## src/common/ast_pkg.sv

```systemverilog
// Purpose: Shared constants and types for the asynchronous serial transceiver.
// Assumes: 16-bit register port, 3-bit register address, 100 MHz clock.
// Notes:   The divisor reset value is arbitrary and gives a fast rate for simulation.
`default_nettype none
package ast_pkg;
  // Register addresses.
  localparam logic [2:0] ADDR_TXCTL  = 3'h0;
  localparam logic [2:0] ADDR_RXCTL  = 3'h1;
  localparam logic [2:0] ADDR_TXBUF  = 3'h2;
  localparam logic [2:0] ADDR_RXBUF  = 3'h3;
  localparam logic [2:0] ADDR_DIV    = 3'h4;
  localparam logic [2:0] ADDR_BAUD   = 3'h5;
  localparam logic [2:0] ADDR_INTEN  = 3'h6;
  // Transmit control/status bit positions.
  localparam int TX_EN_B    = 0;
  localparam int TX_NINE_B  = 1;
  localparam int TX_BIT9_B  = 2;
  localparam int TX_SYNC_B  = 3;
  localparam int TX_EMPTY_B = 4;
  localparam int TX_FLAG_B  = 5;
  // Receive control/status bit positions.
  localparam int RX_SERIAL_PORT_ENABLE_B  = 0;
  localparam int RX_EN_B    = 1;
  localparam int RX_NINE_B  = 2;
  localparam int RX_ADDR_B  = 3;
  localparam int RX_FRAMING_ERROR_STATUS_B  = 4;
  localparam int RX_OVERRUN_ERROR_FLAG_B  = 5;
  localparam int RX_BIT9_B  = 6;
  localparam int RX_FLAG_B  = 7;
  // Baud control and interrupt enable bit positions.
  localparam int BAUD_POL_B = 0;
  localparam int IE_RX_B    = 0;
  localparam int IE_TX_B    = 1;
  localparam int IE_PERI_B  = 2;
  localparam int IE_GLOB_B  = 3;
  // Reset values and counts.
  localparam logic [15:0] DIV_RESET   = 16'h0003;
  localparam logic [15:0] REG_ZERO    = 16'h0000;
  localparam logic [3:0]  SUB_LAST    = 4'hf;
  localparam logic [3:0]  SUB_HALF    = 4'h7;
  localparam logic [3:0]  SUB_SMP0    = 4'hd;
  localparam logic [3:0]  SUB_SMP1    = 4'he;
  localparam logic [3:0]  TX_BITS_8   = 4'ha;
  localparam logic [3:0]  TX_BITS_9   = 4'hb;
  localparam logic [3:0]  RX_LAST_8   = 4'h7;
  localparam logic [3:0]  RX_LAST_9   = 4'h8;
  localparam logic [1:0]  FIFO_DEPTH  = 2'h2;

  // One receive FIFO entry.
  typedef struct packed {
    logic       framing_error_status;
    logic       bit9;
    logic [7:0] data;
  } ast_rx_entry_t;

  typedef enum logic [2:0] {TX_IDLE = 3'b001, TX_SHIFT = 3'b010, TX_GAP = 3'b100} ast_tx_state_t;
  typedef enum logic [3:0] {RX_IDLE = 4'b0001, RX_START = 4'b0010, RX_DATA = 4'b0100,
                            RX_STOP = 4'b1000} ast_rx_state_t;

  // Two-of-three vote on a bit centre.
  function automatic logic ast_majority(input logic a, input logic b, input logic c);
    return (a & b) | (a & c) | (b & c);
  endfunction
endpackage
`default_nettype wire

```

## src/logic/ast_transceiver.sv

```systemverilog
// Purpose: Asynchronous serial transmitter and receiver behind a simple register port.
// Assumes: rx_in is synchronous to clk; one divisor tick is one sixteenth of a bit.
// Notes:   Read data appear one cycle after the read strobe; a receive buffer read pops.
// Behaviour
// - Setting transmitter enable raises the transmit-buffer-empty flag at once.
// - Writing a character to the transmit buffer starts its transmission.
// - Polarity bit set inverts transmitted idle and data levels.
// - Receive line sampled sixteen times per bit; shift register moves per bit.
// - Receiver runs only with receiver enable, port enable, synchronous mode off.
// - Falling edge starts; a high line at half bit aborts silently.
// - Each following bit centre a full bit later, majority voted, shifted.
// - Stop bit sampled one bit later; low sets framing error, high clears.
// - Finished character moves into a two-entry FIFO, raising receive flag.
// - Reading the receive buffer returns and removes the oldest character.
// - Receive flag read-only, set when enabled and FIFO holds a character.
// - Receive interrupt needs receive, peripheral and global enables all set.
// - Framing bit stored per entry; status shows only the oldest one.
// - Framing status read-only; port disable clears it, receiver disable not.
// - Framing error neither interrupts nor stops further reception.
// - Third character with full FIFO sets overrun; nothing more is accepted.
// - Overrun clears only by clearing receiver enable or port enable.
// - Nine-bit reception keeps a ninth bit status for the oldest character.
// - Address detection in nine-bit mode keeps only ninth-bit-set characters.
// - Frame: low start, eight or nine data bits LSB first, high stop.
// - Queued character loads one cycle after the previous stop bit ends.
// - Buffer-empty flag clear while a written character waits to load, or while transmitter enable is clear.
`timescale 1ns/1ps
`default_nettype none
module ast_transceiver (
  input  wire logic        clk,
  input  wire logic        rst,
  input  wire logic [2:0]  addr,
  input  wire logic [15:0] wdata,
  input  wire logic        wr,
  input  wire logic        rd,
  output logic      [15:0] rdata,
  input  wire logic        rx_in,
  output logic             tx_out,
  output logic             rx_irq,
  output logic             tx_irq
);
  logic [15:0] txctl_q, rxctl_q, div_q, baud_q, inten_q, rdata_q;
  logic [15:0] baud_cnt_q;
  logic        tick;
  logic [7:0]  txbuf_q;
  logic        txbuf9_q, txbuf_full_q, tx_q, rx_irq_q, tx_irq_q;
  logic [10:0] tx_sh_q;
  logic [3:0]  tx_bits_q, tx_sub_q;
  ast_pkg::ast_tx_state_t tx_st_q;
  ast_pkg::ast_rx_state_t rx_st_q;
  logic [3:0]  rx_sub_q, rx_bit_q;
  logic [8:0]  rx_sh_q;
  logic [1:0]  smp_q;
  logic        rx_prev_q;
  ast_pkg::ast_rx_entry_t fifo_q [2];
  ast_pkg::ast_rx_entry_t head, incoming;
  logic        wp_q, rp_q, overrun_error_flag_q;
  logic [1:0]  cnt_q;
  logic        serial_port_enable, receiver_enable, rx9, address_detect_enable, tx_on, rx_on, transmit_buffer_empty_flag, receive_data_flag, vote;
  logic        stop_done, accept, pop, push, wr_rxctl;

  // Decoded control levels.
  assign serial_port_enable     = rxctl_q[ast_pkg::RX_SERIAL_PORT_ENABLE_B];
  assign receiver_enable     = rxctl_q[ast_pkg::RX_EN_B];
  assign rx9      = rxctl_q[ast_pkg::RX_NINE_B];
  assign address_detect_enable    = rxctl_q[ast_pkg::RX_ADDR_B];
  assign tx_on    = txctl_q[ast_pkg::TX_EN_B] & serial_port_enable & ~txctl_q[ast_pkg::TX_SYNC_B];
  assign rx_on    = receiver_enable & serial_port_enable & ~txctl_q[ast_pkg::TX_SYNC_B];
  assign transmit_buffer_empty_flag     = txctl_q[ast_pkg::TX_EN_B] & ~txbuf_full_q;
  assign receive_data_flag     = rx_on & (cnt_q != 2'h0);
  assign wr_rxctl = wr && addr == ast_pkg::ADDR_RXCTL;

  // Control registers; status bits are not stored here so writes cannot touch them.
  always_ff @(posedge clk) begin
    if (rst) begin
      txctl_q <= ast_pkg::REG_ZERO;
      rxctl_q <= ast_pkg::REG_ZERO;
      div_q   <= ast_pkg::DIV_RESET;
      baud_q  <= ast_pkg::REG_ZERO;
      inten_q <= ast_pkg::REG_ZERO;
    end else if (wr) begin
      case (addr)
        ast_pkg::ADDR_TXCTL: txctl_q <= wdata & 16'h000f;
        ast_pkg::ADDR_RXCTL: rxctl_q <= wdata & 16'h000f;
        ast_pkg::ADDR_DIV:   div_q   <= wdata;
        ast_pkg::ADDR_BAUD:  baud_q  <= wdata & 16'h0001;
        ast_pkg::ADDR_INTEN: inten_q <= wdata & 16'h000f;
        default: ;
      endcase
    end
  end

  // Sixteen-times oversampling tick; restarts on a divisor write so a new rate applies at once.
  always_ff @(posedge clk) begin
    if (rst || !serial_port_enable || (wr && addr == ast_pkg::ADDR_DIV)) begin
      baud_cnt_q <= ast_pkg::REG_ZERO;
    end else if (baud_cnt_q >= div_q) begin
      baud_cnt_q <= ast_pkg::REG_ZERO;
    end else begin
      baud_cnt_q <= baud_cnt_q + 16'h0001;
    end
  end
  assign tick = serial_port_enable && (baud_cnt_q >= div_q);

  // Transmit holding buffer; the ninth bit is taken with the byte write.
  always_ff @(posedge clk) begin
    if (rst || !serial_port_enable) begin
      txbuf_q      <= 8'h00;
      txbuf9_q     <= 1'b0;
      txbuf_full_q <= 1'b0;
    end else if (wr && addr == ast_pkg::ADDR_TXBUF) begin
      txbuf_q      <= wdata[7:0];
      txbuf9_q     <= txctl_q[ast_pkg::TX_BIT9_B];
      txbuf_full_q <= 1'b1;
    end else if (tx_st_q == ast_pkg::TX_IDLE && tx_on) begin
      txbuf_full_q <= 1'b0;
    end
  end

  // Transmit shifter; a gap state gives the one cycle between stop bit and next load.
  always_ff @(posedge clk) begin
    if (rst || !serial_port_enable) begin
      tx_st_q   <= ast_pkg::TX_IDLE;
      tx_sh_q   <= 11'h7ff;
      tx_bits_q <= 4'h0;
      tx_sub_q  <= 4'h0;
    end else begin
      case (tx_st_q)
        ast_pkg::TX_IDLE: begin
          if (tx_on && txbuf_full_q) begin
            tx_sh_q   <= txctl_q[ast_pkg::TX_NINE_B] ? {1'b1, txbuf9_q, txbuf_q, 1'b0}
                                                     : {2'b11, txbuf_q, 1'b0};
            tx_bits_q <= txctl_q[ast_pkg::TX_NINE_B] ? ast_pkg::TX_BITS_9 : ast_pkg::TX_BITS_8;
            tx_sub_q  <= 4'h0;
            tx_st_q   <= ast_pkg::TX_SHIFT;
          end
        end
        ast_pkg::TX_SHIFT: begin
          if (tick) begin
            tx_sub_q <= tx_sub_q + 4'h1;
            if (tx_sub_q == ast_pkg::SUB_LAST) begin
              tx_sh_q   <= {1'b1, tx_sh_q[10:1]};
              tx_bits_q <= tx_bits_q - 4'h1;
              if (tx_bits_q == 4'h1) begin
                tx_st_q <= ast_pkg::TX_GAP;
              end
            end
          end
        end
        ast_pkg::TX_GAP: tx_st_q <= ast_pkg::TX_IDLE;
        default: tx_st_q <= ast_pkg::TX_IDLE;
      endcase
    end
  end

  // Line driver; idle is a mark, flipped when polarity inversion is selected.
  always_ff @(posedge clk) begin
    if (rst) begin
      tx_q <= 1'b1;
    end else if (tx_st_q == ast_pkg::TX_SHIFT && serial_port_enable) begin
      tx_q <= tx_sh_q[0] ^ baud_q[ast_pkg::BAUD_POL_B];
    end else begin
      tx_q <= ~baud_q[ast_pkg::BAUD_POL_B];
    end
  end

  // Receive line history for start edge detection.
  always_ff @(posedge clk) begin
    if (rst) begin
      rx_prev_q <= 1'b1;
    end else begin
      rx_prev_q <= rx_in;
    end
  end

  assign vote      = ast_pkg::ast_majority(smp_q[0], smp_q[1], rx_in);
  assign stop_done = rx_st_q == ast_pkg::RX_STOP && tick && rx_sub_q == ast_pkg::SUB_LAST;

  // Receive state machine; disabling the receiver drops a partial character.
  always_ff @(posedge clk) begin
    if (rst || !rx_on) begin
      rx_st_q  <= ast_pkg::RX_IDLE;
      rx_sub_q <= 4'h0;
      rx_bit_q <= 4'h0;
      rx_sh_q  <= 9'h000;
      smp_q    <= 2'b11;
    end else begin
      case (rx_st_q)
        ast_pkg::RX_IDLE: begin
          rx_sub_q <= 4'h0;
          if (rx_prev_q && !rx_in) begin
            rx_st_q <= ast_pkg::RX_START;
          end
        end
        ast_pkg::RX_START: begin
          if (tick) begin
            rx_sub_q <= rx_sub_q + 4'h1;
            if (rx_sub_q == ast_pkg::SUB_HALF) begin
              rx_sub_q <= 4'h0;
              rx_bit_q <= 4'h0;
              rx_st_q  <= rx_in ? ast_pkg::RX_IDLE : ast_pkg::RX_DATA;
            end
          end
        end
        ast_pkg::RX_DATA, ast_pkg::RX_STOP: begin
          if (tick) begin
            rx_sub_q <= rx_sub_q + 4'h1;
            if (rx_sub_q == ast_pkg::SUB_SMP0) smp_q[0] <= rx_in;
            if (rx_sub_q == ast_pkg::SUB_SMP1) smp_q[1] <= rx_in;
            if (rx_sub_q == ast_pkg::SUB_LAST) begin
              if (rx_st_q == ast_pkg::RX_STOP) begin
                rx_st_q <= ast_pkg::RX_IDLE;
              end else begin
                rx_sh_q  <= {vote, rx_sh_q[8:1]};
                rx_bit_q <= rx_bit_q + 4'h1;
                if (rx_bit_q == (rx9 ? ast_pkg::RX_LAST_9 : ast_pkg::RX_LAST_8)) begin
                  rx_st_q <= ast_pkg::RX_STOP;
                end
              end
            end
          end
        end
        default: rx_st_q <= ast_pkg::RX_IDLE;
      endcase
    end
  end

  // Completed character; eight-bit frames sit one place higher in the shifter.
  always_comb begin
    incoming.framing_error_status = ~vote;
    incoming.bit9 = rx9 & rx_sh_q[8];
    incoming.data = rx9 ? rx_sh_q[7:0] : rx_sh_q[8:1];
  end
  assign head   = fifo_q[rp_q];
  assign accept = stop_done && !(address_detect_enable && rx9 && !incoming.bit9) && !overrun_error_flag_q;
  assign pop    = rd && addr == ast_pkg::ADDR_RXBUF && cnt_q != 2'h0;
  assign push   = accept && (cnt_q != ast_pkg::FIFO_DEPTH || pop);

  // Two-entry FIFO with per-entry framing bit; overrun blocks further pushes.
  always_ff @(posedge clk) begin
    if (rst || !serial_port_enable) begin
      fifo_q[0] <= '0;
      fifo_q[1] <= '0;
      wp_q      <= 1'b0;
      rp_q      <= 1'b0;
      cnt_q     <= 2'h0;
      overrun_error_flag_q    <= 1'b0;
    end else begin
      if (push) begin
        fifo_q[wp_q] <= incoming;
        wp_q         <= ~wp_q;
      end
      if (pop) begin
        rp_q <= ~rp_q;
      end
      cnt_q <= cnt_q + {1'b0, push} - {1'b0, pop};
      if (accept && cnt_q == ast_pkg::FIFO_DEPTH && !pop) begin
        overrun_error_flag_q <= 1'b1;
      end else if (!receiver_enable) begin
        overrun_error_flag_q <= 1'b0;
      end
    end
  end

  // Read port; status comes from live state, and unmapped addresses read zero.
  always_ff @(posedge clk) begin
    if (rst || !rd) begin
      rdata_q <= ast_pkg::REG_ZERO;
    end else begin
      case (addr)
        ast_pkg::ADDR_TXCTL: begin
          rdata_q <= txctl_q;
          rdata_q[ast_pkg::TX_EMPTY_B] <= tx_st_q == ast_pkg::TX_IDLE;
          rdata_q[ast_pkg::TX_FLAG_B]  <= transmit_buffer_empty_flag;
        end
        ast_pkg::ADDR_RXCTL: begin
          rdata_q <= rxctl_q;
          rdata_q[ast_pkg::RX_FRAMING_ERROR_STATUS_B] <= cnt_q != 2'h0 && head.framing_error_status;
          rdata_q[ast_pkg::RX_OVERRUN_ERROR_FLAG_B] <= overrun_error_flag_q;
          rdata_q[ast_pkg::RX_BIT9_B] <= cnt_q != 2'h0 && head.bit9;
          rdata_q[ast_pkg::RX_FLAG_B] <= receive_data_flag;
        end
        ast_pkg::ADDR_RXBUF: rdata_q <= (cnt_q != 2'h0) ? {8'h00, head.data} : ast_pkg::REG_ZERO;
        ast_pkg::ADDR_DIV:   rdata_q <= div_q;
        ast_pkg::ADDR_BAUD:  rdata_q <= baud_q;
        ast_pkg::ADDR_INTEN: rdata_q <= inten_q;
        default:             rdata_q <= ast_pkg::REG_ZERO;
      endcase
    end
  end

  // Interrupt requests; framing status plays no part in them.
  always_ff @(posedge clk) begin
    if (rst) begin
      rx_irq_q <= 1'b0;
      tx_irq_q <= 1'b0;
    end else begin
      rx_irq_q <= receive_data_flag && inten_q[ast_pkg::IE_RX_B] && inten_q[ast_pkg::IE_PERI_B]
                  && inten_q[ast_pkg::IE_GLOB_B];
      tx_irq_q <= transmit_buffer_empty_flag && inten_q[ast_pkg::IE_TX_B] && inten_q[ast_pkg::IE_PERI_B]
                  && inten_q[ast_pkg::IE_GLOB_B];
    end
  end

  assign rdata  = rdata_q;
  assign tx_out = tx_q;
  assign rx_irq = rx_irq_q;
  assign tx_irq = tx_irq_q;
endmodule // ast_transceiver
`default_nettype wire

```

## config.mk

```make
export PLATFORM = sky130hd
export DESIGN_NAME = ast_transceiver
export DESIGN_NICKNAME = d
export VERILOG_FILES = /design/src/common/ast_pkg.sv /design/src/logic/ast_transceiver.sv
export SDC_FILE = /design/constraint.sdc
export NUM_CORES = 1
export LEC_CHECK = 0
export BUFFER_PORTS_ARGS = -buffer_cell sky130_fd_sc_hd__buf_2
export CORE_ASPECT_RATIO = 0.8
export CORE_UTILIZATION = 62
export CTS_CLUSTER_DIAMETER = 30
export DETAILED_ROUTE_END_ITERATION = 7
export GPL_TIMING_DRIVEN = 0
export PLACE_DENSITY_LB_ADDON = 0.08
export RECOVER_POWER = 100
export SLEW_MARGIN = 20
export SYNTH_ARGS = -nofsm -noshare
export SYNTH_HDL_FRONTEND = slang
export SYNTH_SLANG_ARGS = --single-unit
```

## constraint.sdc

```tcl
create_clock -name clk -period 6.8 [get_ports clk]
set_clock_uncertainty 0.1 [all_clocks]
set_input_delay 0.68 -clock clk [delete_from_list [all_inputs] [get_ports clk]]
set_output_delay 0.68 -clock clk [all_outputs]
set_load 0.01 [all_outputs]
```

== Word-level counts from Yosys, hierarchy flattened ==
Memories as Yosys holds them, arrays and structs flattened. A register that Yosys moved wholly into a read port is not among the register bits.
Cells that the tools add are included.

* Bits in registers: 125
* Bits in writable memories: 20
* Input port bits: 24
* Output and inout bits: 19
* Memories kept: 1

{| class="wikitable"
|+ Memory list
! name !! depth !! bits a word !! rd ports !! clocked after Yosys merged registers in !! wr ports !! line !! RTL
|-
| fifo_q || 2 || 10 || 1 || 1 || 2 || ast_transceiver.sv:55 || <nowiki>ast_pkg::ast_rx_entry_t fifo_q [2];</nowiki>
|}

* Add/subtract/negate cells: 7
* Order comparisons: 1
* Equality and inequality tests: 33
* Muxes and demuxes: 56
* Bitwise gates (word level): 20
* Reductions and logical operators: 62

{| class="wikitable"
|+ Operators with widths
! operator !! count
|-
| $pmux W16 S6 || 1
|-
| $mux W4 || 21
|-
| $mux W11 || 3
|-
| $logic_and A1 B1 Y1 || 26
|-
| $pmux W4 S2 || 3
|-
| $pmux W4 S3 || 2
|-
| $ne A2 B2 Y1 const B || 11
|-
| $pmux W11 S2 || 1
|-
| $eq A4 B4 Y1 const B || 5
|-
| $mux W10 || 2
|-
| $add A16 B1 Y16 const B || 1
|-
| $ge A16 B16 Y1 || 1
|-
| $mux W8 || 2
|-
| $mux W1 || 15
|-
| $mux W3 || 5
|-
| $add A4 B1 Y4 const B || 3
|-
| $reduce_and A3 Y1 || 4
|-
| $reduce_and A4 Y1 || 3
|-
| $reduce_and A6 Y1 || 2
|-
| $and A1 B1 Y1 || 10
|-
| $reduce_and A2 Y1 || 5
|-
| $reduce_or A10 Y1 || 1
|-
| $eq A3 B2 Y1 const B || 3
|-
| $eq A3 B3 Y1 const B || 3
|-
| other kinds (21) || 46
|}

== Depth between registers and ports, before layout ==
* Word-level depth: 12
* Mapped depth: 15
* Gate-level depth less buffers: 14

== Worst setup path after synthesis ==
Ideal clock, no wire load.

* Path type: register to register
* From: register div_q[15]
* To: register cnt_q[1]
* Setup time: 128 ps
* Arrival time: 3176 ps
* Path slack: 3396 ps
* Stages on the path, launching flop included: 16
* Buffers on the path: 1
* Clock period less this slack: 3404 ps
* Cells stage by stage: dfxtp_1 -> inv_1 -> ha_1 -> nand4_1 -> or3_1 -> or4_4 -> a31oi_4 -> and2_1 -> buf_4 -> inv_2 -> ha_1 -> inv_1 -> ha_1 -> xnor2_1 -> xnor2_1 -> nor2_1

* Longest elaborated chain between the ends: 9

{| class="wikitable"
|+ RTL lines
! item !! line !! RTL
|-
| start, declared || ast_transceiver.sv:42 || <nowiki>logic [15:0] txctl_q, rxctl_q, div_q, baud_q, inten_q, rdata_q;</nowiki>
|-
| start signal, assigned || ast_transceiver.sv:78 || <nowiki>div_q <= ast_pkg::DIV_RESET;</nowiki>
|-
| start signal, assigned || ast_transceiver.sv:85 || <nowiki>ast_pkg::ADDR_DIV: div_q <= wdata;</nowiki>
|-
| $ge A16 B16 Y1 || ast_transceiver.sv:103 || <nowiki>assign tick = serial_port_enable && (baud_cnt_q >= div_q);</nowiki>
|-
| $logic_and A1 B1 Y1 || ast_transceiver.sv:103 ||
|-
| $logic_and A1 B1 Y1 (2 in series) || ast_transceiver.sv:177 || <nowiki>assign stop_done = rx_st_q == ast_pkg::RX_STOP && tick && rx_sub_q == ast_pkg::SUB_LAST;</nowiki>
|-
| $logic_and A1 B1 Y1 (2 in series) || ast_transceiver.sv:235 || <nowiki>assign accept = stop_done && !(address_detect_enable && rx9 && !incoming.bit9) && !overrun_error_flag_q;</nowiki>
|-
| $logic_and A1 B1 Y1 || ast_transceiver.sv:237 || <nowiki>assign push = accept && (cnt_q != ast_pkg::FIFO_DEPTH || pop);</nowiki>
|-
| $add A2 B1 Y2 || ast_transceiver.sv:256 || <nowiki>cnt_q <= cnt_q + {1'b0, push} - {1'b0, pop};</nowiki>
|-
| $sub A2 B1 Y2 || ast_transceiver.sv:256 ||
|-
| end signal, assigned || ast_transceiver.sv:256 ||
|-
| end, declared || ast_transceiver.sv:58 || <nowiki>logic [1:0] cnt_q;</nowiki>
|}

No other way between the ends.
A chain may end at the register's enable or synchronous reset.

==> results_dict.tcl <==
set metrics [dict create \
    die_w_um 118 \
    worst-setup-path-type "flop to flop" \
    ant_nets 0 \
    viasPerCell 5.94 \
    drive_gt1_frac 0.0786 \
    clkPwrFrac 0.497 \
    dp_hpwl_um 12100 \
    synth_nets 804 \
    finalSetupTns_ns 0 \
    cts_setup_buffers 0 \
    yosysWarnings 0 \
    routedWlPerCell_um 17.6 \
    slew_viol_final 0 \
    worstPathMaxFanout 10 \
    routed_wirelength_um 17100 \
    finalWeightedCongestion 0.952 \
    clock.fmax_mhz 194 \
    netlist.area_leader.share 0.373 \
    rsz0062_at_grt "false" \
    cts-root-buf "clkbuf_16" \
    ys_seq_elements 145 \
    p_sw_mw 0.401 \
    synth_flop_cell "dfxtp_1" \
    grt_pass1_wl_um 26900 \
    clk_latency_ns 0.42 \
    fin_crit_ns 5.16 \
    grt_pass1_vias 5391 \
    clk_pin_slew_ns 0.06 \
    gr-total-overflow 0 \
    crit_path_end_kind "flop" \
    cts_buffer_depth 2 \
    final_common_cell "dfxtp_1" \
    core-area_mm2 0.0104 \
    synth_area_leaders "dfxtp_1, edfxtp_1, nor2_1, mux2i_1, nand2_1" \
    yosysUniqueCellTypes 66 \
    die-area_mm2 0.0113 \
    drt_iter0_drc 668 \
    drt-pass1-iter-count 6 \
    start_kind "flop" \
    critPathArrivalTime_ns 5.09 \
    finalSetupViolCount 0 \
    switching_share 0.216 \
    grt_antenna_before_repair 0 \
    syn_inst 754 \
    power_frac_comb 0.031 \
    post-route-util 0.728 \
    numCtsBuffers 17 \
    power.leakage_nw 2.70 \
    period_share 0.759 \
    vias 5747 \
    worst_pin_slew_ns 1.40 \
    io_pins 43 \
    synth_edf_count 20 \
    required_ns 6.73 \
    numPortBuffers 41 \
    nets 864 \
    async_flop_share 0 \
    area_growth_pct 12.7 \
    intPower_mw 1.46 \
    num_rows 33 \
    syn-cell-area_mm2 0.00672 \
    max-cap-violations 0 \
    most-common-layout-cells "dfxtp_1, nor2_1, nand2_1" \
    cts_hold_buffers 0 \
    diodes 0 \
    p_per_area_mw_per_mm2 246 \
    clock_sinks 145 \
    start_util 0.645 \
    synth_area_leader_cell "dfxtp_1" \
    final_hold_viol_count 0 \
    grt_usage 0.314 \
    drc 0 \
    die_h_um 95.1 \
    hp-class "flop to flop" \
    ys_seq_area_frac 0.462 \
    htreeDepth 4 \
    post_cts_resized 0 \
    finalWorstSetupSlack_ns 1.64 \
    pre_cts_ws_ns 2.87 \
    syn_area_per_cell_um2 8.91 \
    cts_tree "yes" \
    peakVddDrop_v 0.000185 \
    p_seq_frac 0.472 \
    status "complete, no violations" \
    grt_max_degree 17 \
    slew_headroom 0.0566 \
]
## state kept, by name, indices dropped and copies added (netlist names), 2 cells and up, named ones only
signal and count:
txbuf_q 8, rx_st_q 4, txctl_q 4, baud_cnt_q 16, tx_sub_q 4, rx_sub_q 4
tx_bits_q 4, rx_sh_q 9, rdata 16, fifo_q 20, inten_q 4, cnt_q 2
tx_sh_q 10, rx_bit_q 4, smp_q 2, div_q 16, rxctl_q 4, tx_st_q 3
## layer usage
layer,wire length [um],vias to the layer above,part of all wire,track usage
met5,0,-,0,0
met3,1300,47,0.076,0.0807
met4,518,0,0.030,0.159
li1,-,2750,-,-
met2,7760,221,0.45,0.505
met1,7480,2729,0.44,0.397
## cell usage after synthesis, drive strengths merged (2+ instances only)
master / count
dfxtp: 125
nor2: 106
nand2: 98
a21oi: 44
nand3: 38
mux2i: 37
inv: 32
clkbuf: 30
ha: 26
o21ai: 26
edfxtp: 20
nor3: 16
xnor2: 12
nor4: 11
xor2: 11
buf: 9
o311ai: 9
and2: 8
nand2b: 8
nor2b: 8
mux2: 7
nand4: 6
a31oi: 5
and3: 5
nand3b: 5
o211ai: 5
or3: 4
a32oi: 3
nand4b: 3
o31ai: 3
o32ai: 3
o41ai: 3
a21o: 2
a221oi: 2
a311oi: 2
a31o: 2
a32o: 2
and4: 2
nor3b: 2
or2: 2
or4: 2
## layout make-up
cell class,instances,area [um2]
tap,140,175
inverter,32,120
clock inverter,10,109
multi-input combinational,538,3260
sequential,145,3100
fill,827,2840
timing repair buffer,41,179
buffer,39,148
clock buffer,22,474
## final timing paths
| path | startpoint | endpoint | slack (ns) | cells after the start |
|---|---|---|---|---|
| max | div_q[15]$_SDFFE_PP0P_ | fifo_q[0][8]$_SDFFCE_PN0P_ | 1.64 | 10 |
| min reg2reg | txbuf9_q$_SDFFE_PP0P_ | txbuf9_q$_SDFFE_PP0P_ | 0.36 | 2 |
| max reg2reg | div_q[15]$_SDFFE_PP0P_ | fifo_q[0][8]$_SDFFCE_PN0P_ | 1.64 | 10 |
| min | txbuf9_q$_SDFFE_PP0P_ | txbuf9_q$_SDFFE_PP0P_ | 0.36 | 2 |
## worst max-delay path, stage by stage (launching register included)
cell and delay [ns]:
dfxtp_1 0.34, inv_1 0.08, ha_1 0.31, nand4_1 0.15, or3_1 0.43, or4_1 0.60, a31oi_1 1.06, and2_0 0.23
clkbuf_1 0.23, clkinv_1 0.14, o21ai_0 1.09
## power by group through the flow
stage	clock network, mW	logic, mW	registers (mW)
2_1_floorplan	0	0.0342	0.894
3_3_place_gp	0	0.0557	0.895
3_5_place_dp	0	0.0573	0.896
4_1_cts	0.924	0.0580	0.877
5_1_grt	0.965	0.0633	0.877
6_report	0.924	0.0584	0.877
## stage by stage
stage / hold WS (ns) / instance area (um2) / std cells / power [mW]
3_5_place_dp: 0.347 / 7100 / 935 / 0.953
6_report: 0.358 / 7570 / 967 / 1.86
3_3_place_gp: 0.342 / 7100 / 935 / 0.951
2_1_floorplan: 0.330 / 6720 / 754 / 0.928
4_1_cts: 0.354 / 7680 / 967 / 1.86
5_1_grt: 0.368 / 7570 / 967 / 1.91
## cell families (layout without fill, tap and decap cells)
logic type / count (synthesis) / in the layout / share of synthesized area
muxes: 45 / 45 / 0.0702
and+or+nand+nor: 326 / 326 / 0.228
adders and majority gates: 27 / 27 / 0.0499
AOI/OAI and AO/OA: 117 / 117 / 0.119
DFF: 145 / 145 / 0.462
buffers and inverters: 71 / 144 / 0.0408
xor gates and xnor gates: 23 / 23 / 0.0300
No activity file was read; power rests on OpenSTA's default activity.
